File: src/cmxs_pkg.sv
// Package for the comparator input select register bank.
// Assumes a single system clock and an 8-bit special-function register bus.
package cmxs_pkg;

  // Special-function register page and addresses
  localparam logic [3:0] CMXS_SFR_PAGE = 4'h0;
  localparam logic [7:0] CMXS_CMP_ONE_ADDR = 8'h9E;
  localparam logic [7:0] CMXS_CMP_ZERO_ADDR = 8'h9F;

  // Reset value of both select registers
  localparam logic [7:0] CMXS_SEL_RESET = 8'hFF;

  // Field positions inside each select register
  localparam int CMXS_NEG_LSB = 4;
  localparam int CMXS_POS_LSB = 0;
  localparam int CMXS_FIELD_W = 4;

  // Field codes shared by positive and negative selects
  localparam logic [3:0] CMXS_CODE_PIN_LAST_NEG = 4'h6;
  localparam logic [3:0] CMXS_CODE_PIN_LAST_POS = 4'h7;
  localparam logic [3:0] CMXS_CODE_RSVD_FIRST = 4'h8;
  localparam logic [3:0] CMXS_CODE_RSVD_LAST = 4'hB;
  localparam logic [3:0] CMXS_CODE_TOUCH = 4'hC;
  localparam logic [3:0] CMXS_CODE_HALF = 4'hD;
  localparam logic [3:0] CMXS_CODE_SUPPLY_A = 4'hE;
  localparam logic [3:0] CMXS_CODE_SUPPLY_B = 4'hF;

  // Number of analog sources that a one-hot route can name
  localparam int CMXS_SRC_W = 13;

  // One-hot route bit positions
  localparam int CMXS_SRC_TOUCH = 8;
  localparam int CMXS_SRC_HALF = 9;
  localparam int CMXS_SRC_BATT = 10;
  localparam int CMXS_SRC_DIGITAL = 10;
  localparam int CMXS_SRC_MAIN = 11;
  localparam int CMXS_SRC_GROUND = 11;
  localparam int CMXS_SRC_RSVD = 12;

endpackage : cmxs_pkg

File: src/cmxs_field_decode.sv
// One select field decoded into a one-hot analog switch route.
// Assumes the caller supplies a four-bit field held in a register.
module cmxs_field_decode
  import cmxs_pkg::*;
#(
  parameter bit IS_NEG = 1'b0
) (
  input wire logic [3:0] code,
  output logic [cmxs_pkg::CMXS_SRC_W-1:0] route,
  output logic half_sel
);

  // Decode one code into one switch, or none when reserved
  always_comb begin
    route = '0;
    half_sel = 1'b0;
    // [RL8] Reserved connects nothing
    if (IS_NEG ? (code <= CMXS_CODE_PIN_LAST_NEG) : (code <= CMXS_CODE_PIN_LAST_POS)) begin
      // Pin switches, one for each pin code: 0 to 6 on negative, 0 to 7 on positive
      route[code[2:0]] = 1'b1;
    end else if (code == CMXS_CODE_TOUCH) begin
      route[CMXS_SRC_TOUCH] = 1'b1;
    end else if (code == CMXS_CODE_HALF) begin
      // [RL6] Half supply route
      route[CMXS_SRC_HALF] = 1'b1;
      half_sel = 1'b1;
    end else if (code == CMXS_CODE_SUPPLY_A) begin
      // Digital supply on negative, battery on positive
      route[IS_NEG ? CMXS_SRC_DIGITAL : CMXS_SRC_BATT] = 1'b1;
    end else if (code == CMXS_CODE_SUPPLY_B) begin
      // Ground on negative, main supply on positive
      route[IS_NEG ? CMXS_SRC_GROUND : CMXS_SRC_MAIN] = 1'b1;
    end
  end

endmodule : cmxs_field_decode

File: src/cmxs_regs.sv
// Comparator input select register bank on the special-function bus.
// Assumes the core presents page, address, write and read strobes on clock.
//
// Overview of operation
// [RL1] Zero select at page 0 0x9F, resets FF
// [RL2] Zero upper nibble picks negative source
// [RL3] Zero lower nibble picks positive source
// [RL4] One select at page 0 0x9E, resets FF
// [RL5] One select nibbles mirror zero encodings
// [RL6] Code 1101 routes half main supply
// [RL7] Divider on only when half selected
// [RL8] Reserved codes connect nothing, still read back
module cmxs_regs
  import cmxs_pkg::*;
(
  input wire logic clock,
  input wire logic rst,
  input wire logic [3:0] sfr_page,
  input wire logic [7:0] sfr_addr,
  input wire logic sfr_wr,
  input wire logic sfr_rd,
  input wire logic [7:0] sfr_wdata,
  output logic [7:0] sfr_rdata,
  output logic sfr_hit,
  output logic [7:0] comparator_zero_input_select,
  output logic [7:0] comparator_one_input_select,
  output logic [cmxs_pkg::CMXS_SRC_W-1:0] cmp_zero_neg_route,
  output logic [cmxs_pkg::CMXS_SRC_W-1:0] cmp_zero_pos_route,
  output logic [cmxs_pkg::CMXS_SRC_W-1:0] cmp_one_neg_route,
  output logic [cmxs_pkg::CMXS_SRC_W-1:0] cmp_one_pos_route,
  output logic half_divider_en
);

  // Stored select registers
  logic [7:0] cmp_zero_sel_q;
  logic [7:0] cmp_one_sel_q;
  // Field views of the stored registers
  logic [3:0] cmp_zero_negative_field;
  logic [3:0] cmp_zero_positive_field;
  logic [3:0] cmp_one_negative_field;
  logic [3:0] cmp_one_positive_field;
  // Per-field half-supply requests
  logic [3:0] half_req;
  // Address matches
  logic hit_zero;
  logic hit_one;
  // Registered read data
  logic [7:0] rdata_q;
  logic [7:0] rdata_d;

  // Decode an address on page 0 against one register address
  function automatic logic sfr_match(input logic [3:0] pg, input logic [7:0] ad, input logic [7:0] target);
    sfr_match = (pg == CMXS_SFR_PAGE) && (ad == target);
  endfunction : sfr_match

  assign hit_zero = sfr_match(sfr_page, sfr_addr, CMXS_CMP_ZERO_ADDR);
  assign hit_one = sfr_match(sfr_page, sfr_addr, CMXS_CMP_ONE_ADDR);
  // Combinational decode flag for the bus mux
  assign sfr_hit = hit_zero | hit_one;

  // Comparator zero select register
  always_ff @(posedge clock) begin
    // [RL1] Reset and write zero select
    if (rst) begin
      cmp_zero_sel_q <= CMXS_SEL_RESET;
    end else if (sfr_wr && hit_zero) begin
      // [RL8] Any code stored as written
      cmp_zero_sel_q <= sfr_wdata;
    end
  end

  // Comparator one select register
  always_ff @(posedge clock) begin
    // [RL4] Reset and write one select
    if (rst) begin
      cmp_one_sel_q <= CMXS_SEL_RESET;
    end else if (sfr_wr && hit_one) begin
      cmp_one_sel_q <= sfr_wdata;
    end
  end

  // Read data mux; unmapped addresses read zero
  always_comb begin
    rdata_d = 8'h00;
    if (hit_zero) begin
      rdata_d = cmp_zero_sel_q;
    end else if (hit_one) begin
      rdata_d = cmp_one_sel_q;
    end
  end

  // Read data register, loaded on a read strobe
  always_ff @(posedge clock) begin
    if (rst) begin
      rdata_q <= 8'h00;
    end else if (sfr_rd) begin
      rdata_q <= rdata_d;
    end
  end
  assign sfr_rdata = rdata_q;

  // Register views for the analog side
  assign comparator_zero_input_select = cmp_zero_sel_q;
  assign comparator_one_input_select = cmp_one_sel_q;

  // [RL2] Negative field is bits 7:4
  assign cmp_zero_negative_field = cmp_zero_sel_q[CMXS_NEG_LSB +: CMXS_FIELD_W];
  // [RL3] Positive field is bits 3:0
  assign cmp_zero_positive_field = cmp_zero_sel_q[CMXS_POS_LSB +: CMXS_FIELD_W];
  // [RL5] Same layout for comparator one
  assign cmp_one_negative_field = cmp_one_sel_q[CMXS_NEG_LSB +: CMXS_FIELD_W];
  assign cmp_one_positive_field = cmp_one_sel_q[CMXS_POS_LSB +: CMXS_FIELD_W];

  // Comparator zero negative decode
  cmxs_field_decode #(.IS_NEG(1'b1)) u_zero_neg (
    .code(cmp_zero_negative_field),
    .route(cmp_zero_neg_route),
    .half_sel(half_req[0])
  );
  // Comparator zero positive decode
  cmxs_field_decode #(.IS_NEG(1'b0)) u_zero_pos (
    .code(cmp_zero_positive_field),
    .route(cmp_zero_pos_route),
    .half_sel(half_req[1])
  );
  // Comparator one negative decode
  cmxs_field_decode #(.IS_NEG(1'b1)) u_one_neg (
    .code(cmp_one_negative_field),
    .route(cmp_one_neg_route),
    .half_sel(half_req[2])
  );
  // Comparator one positive decode
  cmxs_field_decode #(.IS_NEG(1'b0)) u_one_pos (
    .code(cmp_one_positive_field),
    .route(cmp_one_pos_route),
    .half_sel(half_req[3])
  );

  // [RL7] Divider powered only on demand
  assign half_divider_en = |half_req;
endmodule : cmxs_regs

File: config.mk
export PLATFORM = sky130hd
export DESIGN_NAME = cmxs_regs
export DESIGN_NICKNAME = d
export VERILOG_FILES = /design/src/cmxs_pkg.sv /design/src/cmxs_field_decode.sv /design/src/cmxs_regs.sv
export SDC_FILE = /design/constraint.sdc
export NUM_CORES = 1
export LEC_CHECK = 0
export BUFFER_PORTS_ARGS = -buffer_cell sky130_fd_sc_hd__buf_2
export CAP_MARGIN = 20
export CORE_MARGIN = 2
export CORE_UTILIZATION = 25
export DETAILED_ROUTE_END_ITERATION = 7
export SLEW_MARGIN = 20
export SYNTH_ARGS = -nofsm -noshare
export SYNTH_HDL_FRONTEND = slang
export SYNTH_SLANG_ARGS = --single-unit
File: constraint.sdc
create_clock -name clock -period 3.7 [get_ports clock]
set_clock_uncertainty 0.2 [all_clocks]
set_input_delay 0.37 -clock clock [delete_from_list [all_inputs] [get_ports clock]]
set_output_delay 0.37 -clock clock [all_outputs]
set_load 0.01 [all_outputs]
* Yosys cells after proc, flatten, opt, wreduce, memory -nomap -nowiden
Cells that the tools add are included.
** Word-level totals
- Flip-flop bits (word level) :: 24
- Output and inout bits :: 78
- Bits of input ports :: 24
** Operators by class
- Reductions and logical operators :: 10
- Order comparisons :: 12
- Bitwise operators :: 1
- Mux-type cells :: 54
- Equal/unequal tests :: 18
** Operator list (number)
- == test 4 bit (second input constant) :: 16
- 2-to-1 mux 8 bit :: 6
- 2-to-1 mux 1 bit :: 32
- < comparator 3 x 5 -> 1 bit (second input constant) :: 4
- == test 8 bit (second input constant) :: 2
- <= comparator 4 x 3 -> 1 bit (second input constant) :: 4
- 2-to-1 mux 4 bit :: 4
- demux 1 bit (select 3 bit) :: 4
- greater-or-equal comparator 3 x 1 -> 1 bit (second input constant) :: 4
- 2-to-1 mux 3 bit :: 4
- logical AND 1 bit :: 8
- 2-to-1 mux 2 bit :: 4
- zero test 4 bit :: 1
- OR reduction 4 bit :: 1
- bitwise OR 1 bit :: 1

* Longest topological paths before layout
Gate-level depths: netlist of run 1.
- Word-level depth :: 6
- Depth in mapped cells :: 4
- Mapped depth without buffers :: 3

* Modules after synthesis
Synthesis of run 1 repeated with hierarchy kept, for this count alone.
** Unflattened totals
- Cells, all modules :: 180
- Area total of the unflattened synthesis :: 1878.1 um^2
** By module, submodules not included
- cmxs_regs :: area an instance 1012.2 um^2, sequential area each 480.5 um^2, cells each 104, instances 1
- cmxs_field_decode at u_one_neg :: area an instance 242.7 um^2, sequential area each 0.0 um^2, cells each 19, instances 1
- cmxs_field_decode at u_zero_pos :: area an instance 221.5 um^2, sequential area each 0.0 um^2, cells each 19, instances 1
- cmxs_field_decode at u_one_pos :: area an instance 214.0 um^2, sequential area each 0.0 um^2, cells each 19, instances 1
- cmxs_field_decode at u_zero_neg :: area an instance 187.7 um^2, sequential area each 0.0 um^2, cells each 19, instances 1

* Worst setup path before layout of run 1
No wires, ideal clock.
- Path kind :: flip-flop to output port
- From :: register cmp_zero_sel_q[5], in the netlist comparator_zero_input_select[5]
- To :: output half_divider_en
- Arrival time :: 1233 ps
- Required time :: 3130 ps
- Path buffers :: 0
- Slack :: 1897 ps
- Stages on the path, launching flop included :: 4
- Path through :: dfxtp_1 or2b_4 nor2_2 or4_1
** Between the ends
- Cells in the longest elaborated chain, start to end :: 5
** RTL lines
- start: declaration :: line cmxs_regs.sv:35 : logic [7:0] cmp_zero_sel_q;
- start signal: assignment :: line cmxs_regs.sv:68 : cmp_zero_sel_q <= sfr_wdata;
- == test 4 bit :: line cmxs_field_decode.sv:23 : end else if (code == CMXS_CODE_HALF) begin
- 2-to-1 mux 1 bit :: line cmxs_field_decode.sv:23
- 2-to-1 mux 1 bit :: line cmxs_field_decode.sv:21 : end else if (code == CMXS_CODE_TOUCH) begin
- 2-to-1 mux 1 bit (*) :: line cmxs_field_decode.sv:18 : if (IS_NEG ? (code <= CMXS_CODE_PIN_LAST_NEG) : (code <= CMXS_CODE_PIN_LAST_POS)) begin
- named net u_zero_neg.half_sel :: line cmxs_field_decode.sv:10 : output logic half_sel
- OR reduction 4 bit (*) :: line cmxs_regs.sv:140 : assign half_divider_en = |half_req;
- end: declaration :: line cmxs_regs.sv:31 : output logic half_divider_en
Mark *: on every way through the listed nets, which the timed path passes. The rest lies on a longest branch.

* Final worst setup path of run 1
- From :: register cmp_zero_sel_q[5], in the netlist comparator_zero_input_select[5]
- To :: output half_divider_en
** Between the ends
- Cells in the longest elaborated chain, start to end :: 5
** RTL lines (line)
- == test 4 bit :: cmxs_field_decode.sv:23
- 2-to-1 mux 1 bit :: cmxs_field_decode.sv:23
- 2-to-1 mux 1 bit :: cmxs_field_decode.sv:21
- 2-to-1 mux 1 bit (*) :: cmxs_field_decode.sv:18
- OR reduction 4 bit (*) :: cmxs_regs.sv:140
Mark *: on every way between the ends. The rest lies on a longest branch, timed or not.

==> impl_summary.log, run 1 <==
[metrics] deepest clock path buffer count: 2
[metrics] time the worst path needs with I/O delays and setup: 2.21 ns
[metrics] areal power density over the cells: 259 nW/um2
[metrics] TritonCTS Buffers: 3
[metrics] overall global routing resource usage: 13.5%
[metrics] cell row count: 28
[metrics] final weighted congestion in routability-driven placement: 0.820
[metrics] die width: 80.9 um
[metrics] WP data arrival: 1.64 ns
[metrics] antenna violations before repair: 0
[metrics] final max-slew violation count: 0
[metrics] finished layout cell area: 2010 um2
[metrics] aggregate global routing overflow: 0
[metrics] setup_tns: 0 ns
[metrics] fraction of layout instances using a drive strength above 1: 40.4%
[metrics] path type of the worst setup path: register to output pin
[metrics] Port-buffer cells: 95
[metrics] routed wire length per instance: 13.1 um
[metrics] area delta synth->final: 36.1%
[metrics] Fin. Hold Viols: 0
[metrics] latest clock arrival within the worst-skew pair: 0.26 ns
[metrics] clock tree from TritonCTS: yes
[metrics] setup ws final: 1.49 ns
[metrics] Antenna Diode Count: 0
[metrics] post-detailed-routing wire length: 4540 um
[metrics] setup repair after global routing missed its margin: no
[metrics] maximum number of pins on one net before global-route repair: 27
[metrics] H-tree levels: 1
[metrics] count of hold-fix buffers inserted at cts: 0
[metrics] Resized Gates After CTS: 0
[metrics] residual DRC count: 0
[metrics] share of total power consumed by net switching: 20.3%
[metrics] combined area of all synthesized cells: 1480 um2
[metrics] area of the core: 5820 um2
[metrics] crit path capture type: output pin
[metrics] clock network fraction of design power: 43.9%
[metrics] number of standard cells after synthesis: 190
[metrics] Seq pwr share: 49.4%
[metrics] leakage power: 1.14 nW
[metrics] maximum fanout along the worst path: 8
[metrics] tightest slew margin relative to the limit: 63.8%
[metrics] combinational share of power: 6.7%
[metrics] Total Nets Final: 297
[metrics] highest ir drop seen on vdd: 0.000140 V
[metrics] Total Die Area: 6550 um2
[metrics] via density per instance: 4.46
[metrics] remaining number of nets flagged by the antenna check after routing: 0
[metrics] master cell of the clock root buffer: sky130_fd_sc_hd__clkbuf_8
[metrics] Post-Place Cell Area: 1940 um2
[metrics] overall die height: 80.9 um
[metrics] Worst Hold Class: input port to register
[metrics] vias in the first global route: 1,390
[metrics] register area share after synthesis: 32.5%
[metrics] Net Switching: 106 uW
[metrics] placed wire-length estimate after detailed placement: 3580 um
[metrics] sink count of the clock tree: 24
[metrics] clock-pin slew on the worst setup and hold paths: 0.09 ns
[metrics] wire length of the first global-routing pass: 6850 um
[metrics] Setup-failing EPs final: 0
[metrics] worst setup slack before clock tree synthesis: 1.79 ns
[metrics] number of register bits inferred by synthesis: 24
[metrics] IO Count: 102
[metrics] overall power consumption: 523 uW
[metrics] mean area per synthesized cell: 7.79 um2
[metrics] crit path launch type: register
[metrics] slew at the pin with the worst max-slew slack: 0.542 ns
[metrics] achievable frequency: 452 MHz
[metrics] initial standard-cell utilization of the core: 25.5%
[metrics] buffers inserted during post-CTS setup optimization: 0
[metrics] final worst path period share: 59.8%
[metrics] critical path data required time: 3.13 ns
[metrics] max-capacitance violation count: 0
[metrics] outcome: completed
[metrics] internal power consumption: 417 uW
[metrics] count of yosys warnings during synthesis: 0
[metrics] router iterations before antenna repair: 4
[metrics] count of distinct cell types in the synthesized netlist: 26
[metrics] total number of vias: 1,546
[metrics] starting DRC count in detailed routing: 52
per-layer routing:
layer	wire, um	vias to the layer above	global-route usage [%]
li1	-	789	-
met1	2110	697	18.3
met2	2090	56	21.8
met3	296	4	3.56
met4	43	0	2.37
met5	0	-	0
flip-flops by register name (all words and copies together) (netlist names):
signal / flops
comparator_zero_input_select: 8
comparator_one_input_select: 8
sfr_rdata: 8
cell families after synthesis:
kind of cell / Yosys count / synth area share [%]
AND/OR/NAND/NOR: 111 / 39.9
buffers and inverters: 22 / 8.45
other: 1 / 0.253
AO/OA/AOI/OAI: 8 / 2.71
flip-flops: 24 / 32.5
multiplexers: 24 / 16.2
cells in the mapped netlist, drive strengths merged:
cell    count  area share, %
and2        1           0.42
and3        1           0.42
and4b       1           0.68
and4bb      1           0.85
buf        12            5.9
clkbuf     10            2.5
conb        1           0.25
dfxtp      24             32
mux2i      24             16
nand2      16            4.4
nand2b      7            3.0
nand4       3            3.7
nor2       48             13
nor2b       2           0.85
nor3       20            7.5
nor4        4            1.7
o21ai       8            2.7
or2b        6            3.4
or4         1           0.51
layout by cell type (no fill, tap or decap):
| cell | n |
|---|---|
| sky130_fd_sc_hd__buf_2 | 95 |
| sky130_fd_sc_hd__nor2_1 | 46 |
| sky130_fd_sc_hd__mux2i_1 | 24 |
| sky130_fd_sc_hd__dfxtp_1 | 24 |
| sky130_fd_sc_hd__nor3_1 | 19 |
| sky130_fd_sc_hd__nand2_1 | 14 |
| sky130_fd_sc_hd__o21ai_0 | 8 |
| sky130_fd_sc_hd__nand2b_1 | 7 |
| sky130_fd_sc_hd__conb_1 | 6 |
| sky130_fd_sc_hd__or2b_1 | 4 |
| sky130_fd_sc_hd__nor4_1 | 4 |
| sky130_fd_sc_hd__clkbuf_8 | 3 |
| sky130_fd_sc_hd__nand2_2 | 2 |
| sky130_fd_sc_hd__nor2_2 | 2 |
| sky130_fd_sc_hd__nor2b_1 | 2 |
| sky130_fd_sc_hd__nand4_4 | 2 |
| sky130_fd_sc_hd__or2b_4 | 1 |
| sky130_fd_sc_hd__or2b_2 | 1 |
| sky130_fd_sc_hd__or4_1 | 1 |
| sky130_fd_sc_hd__and4bb_2 | 1 |
| sky130_fd_sc_hd__and4b_1 | 1 |
| sky130_fd_sc_hd__nor3_4 | 1 |
| sky130_fd_sc_hd__and3_1 | 1 |
| sky130_fd_sc_hd__nand4_2 | 1 |
| sky130_fd_sc_hd__and2_1 | 1 |
| sky130_fd_sc_hd__bufinv_16 | 1 |
critical path, cell delays in order, from the launching register on:
cell and delay [ns]:
sky130_fd_sc_hd__dfxtp_1 0.46, sky130_fd_sc_hd__or2b_4 0.19, sky130_fd_sc_hd__nor2_2 0.06, sky130_fd_sc_hd__or4_1 0.52
sky130_fd_sc_hd__buf_2 0.16
final cells by class:
class                      instances  area, um2
fill                             664       3800
multi-input combinational        149        893
sequential                        24        480
timing repair buffer              95        475
tap                               75       93.8
clock buffer                       3       41.3
clock inverter                     1       30.0
path summary, 6_finish.rpt:
kind	from	slack (ns)	cells after the start	endpoint
max	comparator_zero_input_select[5]$_SDFFE_PP1P_	1.49	4	half_divider_en
min	sfr_wdata[7]	0.17	3	comparator_zero_input_select[7]$_SDFFE_PP1P_
max reg2reg	comparator_zero_input_select[7]$_SDFFE_PP1P_	2.61	2	sfr_rdata[7]$_SDFFE_PP0P_
min reg2reg	sfr_rdata[6]$_SDFFE_PP0P_	0.25	2	sfr_rdata[6]$_SDFFE_PP0P_
power groups by stage:
stage               clock [mW]  combinational, mW  sequential [mW]
floorplan                    0             0.0248            0.264
global placement             0             0.0348            0.264
detailed placement           0             0.0353            0.264
CTS                      0.238             0.0355            0.258
global route             0.252             0.0395            0.258
finish                   0.229             0.0352            0.258
metrics by stage:
stage                     hold slack [ns]  cells  util, %
after global placement              0.232    343     33.4
after detailed placement            0.240    343     33.4
final                               0.167    347     34.6
after global routing                0.163    347     34.6
after CTS                           0.161    347     34.6
after floorplan                     0.284    195        -
No activity file was read; power rests on OpenSTA's default activity.
==> run 2: changes to the inputs <==
clock period = 2 ns   (was 3.7 ns; I/O delays follow)
==> run 2 against run 1 <==
Wire length up 0.40%. Cell area increased by 4.1%. Worst hold slack worse by 0.16 ns. Critical path type unchanged.
==> impl_summary.log, run 2 (synthesized netlist as in run 1, its figures left out) <==
[metrics] outcome: completed
[metrics] clock tree from TritonCTS: yes
[metrics] crit path launch type: register
[metrics] cell row count: 28
[metrics] final worst path period share: 96.4%
[metrics] Net Switching: 193 uW
[metrics] critical path data required time: 1.60 ns
[metrics] clock-pin slew on the worst setup and hold paths: 0.09 ns
[metrics] slowest library cell on the worst path: sky130_fd_sc_hd__or4_1
[metrics] combinational share of power: 7.7%
[metrics] commonest non-fill, non-tap cells in the layout: sky130_fd_sc_hd__buf_2, sky130_fd_sc_hd__nor2_1, sky130_fd_sc_hd__mux2i_1
[metrics] latest clock arrival within the worst-skew pair: 0.26 ns
[metrics] setup repair after global routing missed its margin: no
[metrics] area delta synth->final: 41.7%
[metrics] Fin. Hold Viols: 0
[metrics] achievable frequency: 519 MHz
[metrics] Worst Hold Class: input port to register
[metrics] setup ws final: 0.0716 ns
[metrics] Setup-failing EPs final: 0
[metrics] setup_tns: 0 ns
[metrics] clock network fraction of design power: 37.7%
[metrics] routed wire length per instance: 12.7 um
[metrics] internal power consumption: 681 uW
[metrics] most common cell after layout, fill and taps aside: sky130_fd_sc_hd__buf_2
[metrics] master cell of the clock root buffer: sky130_fd_sc_hd__clkbuf_8
[metrics] starting DRC count in detailed routing: 106
[metrics] TritonCTS Buffers: 3
[metrics] total number of vias: 1,631
[metrics] WP data arrival: 1.53 ns
[metrics] time the worst path needs with I/O delays and setup: 1.93 ns
[metrics] sink count of the clock tree: 24
[metrics] final weighted congestion in routability-driven placement: 0.888
[metrics] maximum fanout along the worst path: 9
[metrics] end-of-flow core utilization: 36.1%
[metrics] via density per instance: 4.54
[metrics] crit-path max cell delay: 0.50 ns
[metrics] Antenna Diode Count: 0
[metrics] max-capacitance violation count: 0
[metrics] placed wire-length estimate after detailed placement: 3670 um
[metrics] Seq pwr share: 54.6%
[metrics] remaining number of nets flagged by the antenna check after routing: 0
[metrics] leakage power: 1.18 nW
[metrics] router iterations before antenna repair: 4
[metrics] wire length of the first global-routing pass: 6980 um
[metrics] worst setup slack before clock tree synthesis: 0.321 ns
[metrics] area of the core: 5820 um2
[metrics] overall die height: 80.9 um
[metrics] filler cell count: 634
[metrics] slew at the pin with the worst max-slew slack: 0.522 ns
[metrics] post-detailed-routing wire length: 4560 um
[metrics] H-tree levels: 1
[metrics] IO Count: 102
[metrics] vias in the first global route: 1,490
[metrics] final max-slew violation count: 0
[metrics] maximum number of pins on one net before global-route repair: 27
[metrics] overall power consumption: 874 uW
[metrics] share of total power consumed by net switching: 22.1%
[metrics] ordered cell list for the critical path: nand2_2, nor2_2, or4_1, buf_2
[metrics] antenna violations before repair: 0
[metrics] Total Nets Final: 309
[metrics] crit path capture type: output pin
[metrics] Port-buffer cells: 95
[metrics] aggregate global routing overflow: 0
[metrics] residual DRC count: 0
[metrics] fraction of layout instances using a drive strength above 1: 43.0%
[metrics] overall global routing resource usage: 13.6%
[metrics] deepest clock path buffer count: 2
[metrics] path type of the worst setup path: register to output pin
[metrics] initial standard-cell utilization of the core: 25.5%
[metrics] buffers inserted during post-CTS setup optimization: 0
[metrics] highest ir drop seen on vdd: 0.000341 V
[metrics] Total Die Area: 6550 um2
[metrics] die width: 80.9 um
[metrics] areal power density over the cells: 417 nW/um2
[metrics] tightest slew margin relative to the limit: 65.1%
-- run 2: cell types whose count changed in the layout (fill, tap and decap cells not counted) --
cell	previous run	this run
sky130_fd_sc_hd__buf_4	0	10
sky130_fd_sc_hd__bufinv_16	1	0
sky130_fd_sc_hd__clkbuf_8	3	4
sky130_fd_sc_hd__dfxtp_1	24	23
sky130_fd_sc_hd__dfxtp_2	0	1
sky130_fd_sc_hd__dlygate4sd3_1	0	2
sky130_fd_sc_hd__nand2_1	14	13
sky130_fd_sc_hd__nand2_2	2	3
-- run 2: cell type report --
class,count,area (um2),area share (%)
clock buffers,4,55.1,2.63
multi-input cells,149,896,42.7
flip-flops and latches,24,482,23.0
well taps,75,93.8,4.47
repair buffers,107,571,27.2
-- run 2: worst paths after layout --
kind,startpoint,endpoint,slack [ns],cells after the start
worst max-delay path,comparator_one_input_select[2]$_SDFFE_PP1P_,half_divider_en,0.07,4
worst min-delay path,sfr_wdata[4],comparator_zero_input_select[4]$_SDFFE_PP1P_,0.005,3
worst max register to register,comparator_one_input_select[2]$_SDFFE_PP1P_,sfr_rdata[2]$_SDFFE_PP0P_,0.92,2
worst min register to register,sfr_rdata[1]$_SDFFE_PP0P_,sfr_rdata[1]$_SDFFE_PP0P_,0.26,2
-- run 2: power groups by stage --
stage	combinational [mW]	clock, mW	sequential, mW
after floorplan	0.0460	0	0.489
after global placement	0.0635	0	0.489
after detailed placement	0.0644	0	0.489
after CTS	0.0680	0.340	0.477
after global routing	0.0748	0.364	0.478
final	0.0674	0.329	0.477
-- run 2: worst max-delay path: cells and delay by family, from the launching register on --
| kind | cells | cell delay [ns] |
|---|---|---|
| DFF | 1 | 0.41 |
| and+or+nand+nor | 3 | 0.69 |
| buffers and inverters | 1 | 0.16 |
-- run 2: layer usage --
| layer | global-route usage [%] | share of wire [%] | wire length [um] | up-vias |
|---|---|---|---|---|
| met5 | 0 | 0 | 0 | - |
| met4 | 3.56 | 1.4 | 63 | 0 |
| met3 | 4.00 | 8.7 | 396 | 6 |
| met2 | 21.7 | 47 | 2170 | 64 |
| met1 | 17.8 | 42 | 1930 | 752 |
| li1 | - | - | - | 809 |
-- run 2: stage by stage --
stage	std cells	instance area (um2)	hold WS, ns
CTS	359	2090	0.00820
floorplan	195	1500	0.171
global placement	353	2020	0.234
finish	359	2100	0.00467
global route	359	2100	0.0253
detailed placement	353	2020	0.246
-- run 2: timing repair --
action,4_1_cts,5_1_grt
endpoints found under the hold margin,2,0
hold buffers,2,0
gates resized for setup,0,2
setup endpoints to repair,0,1
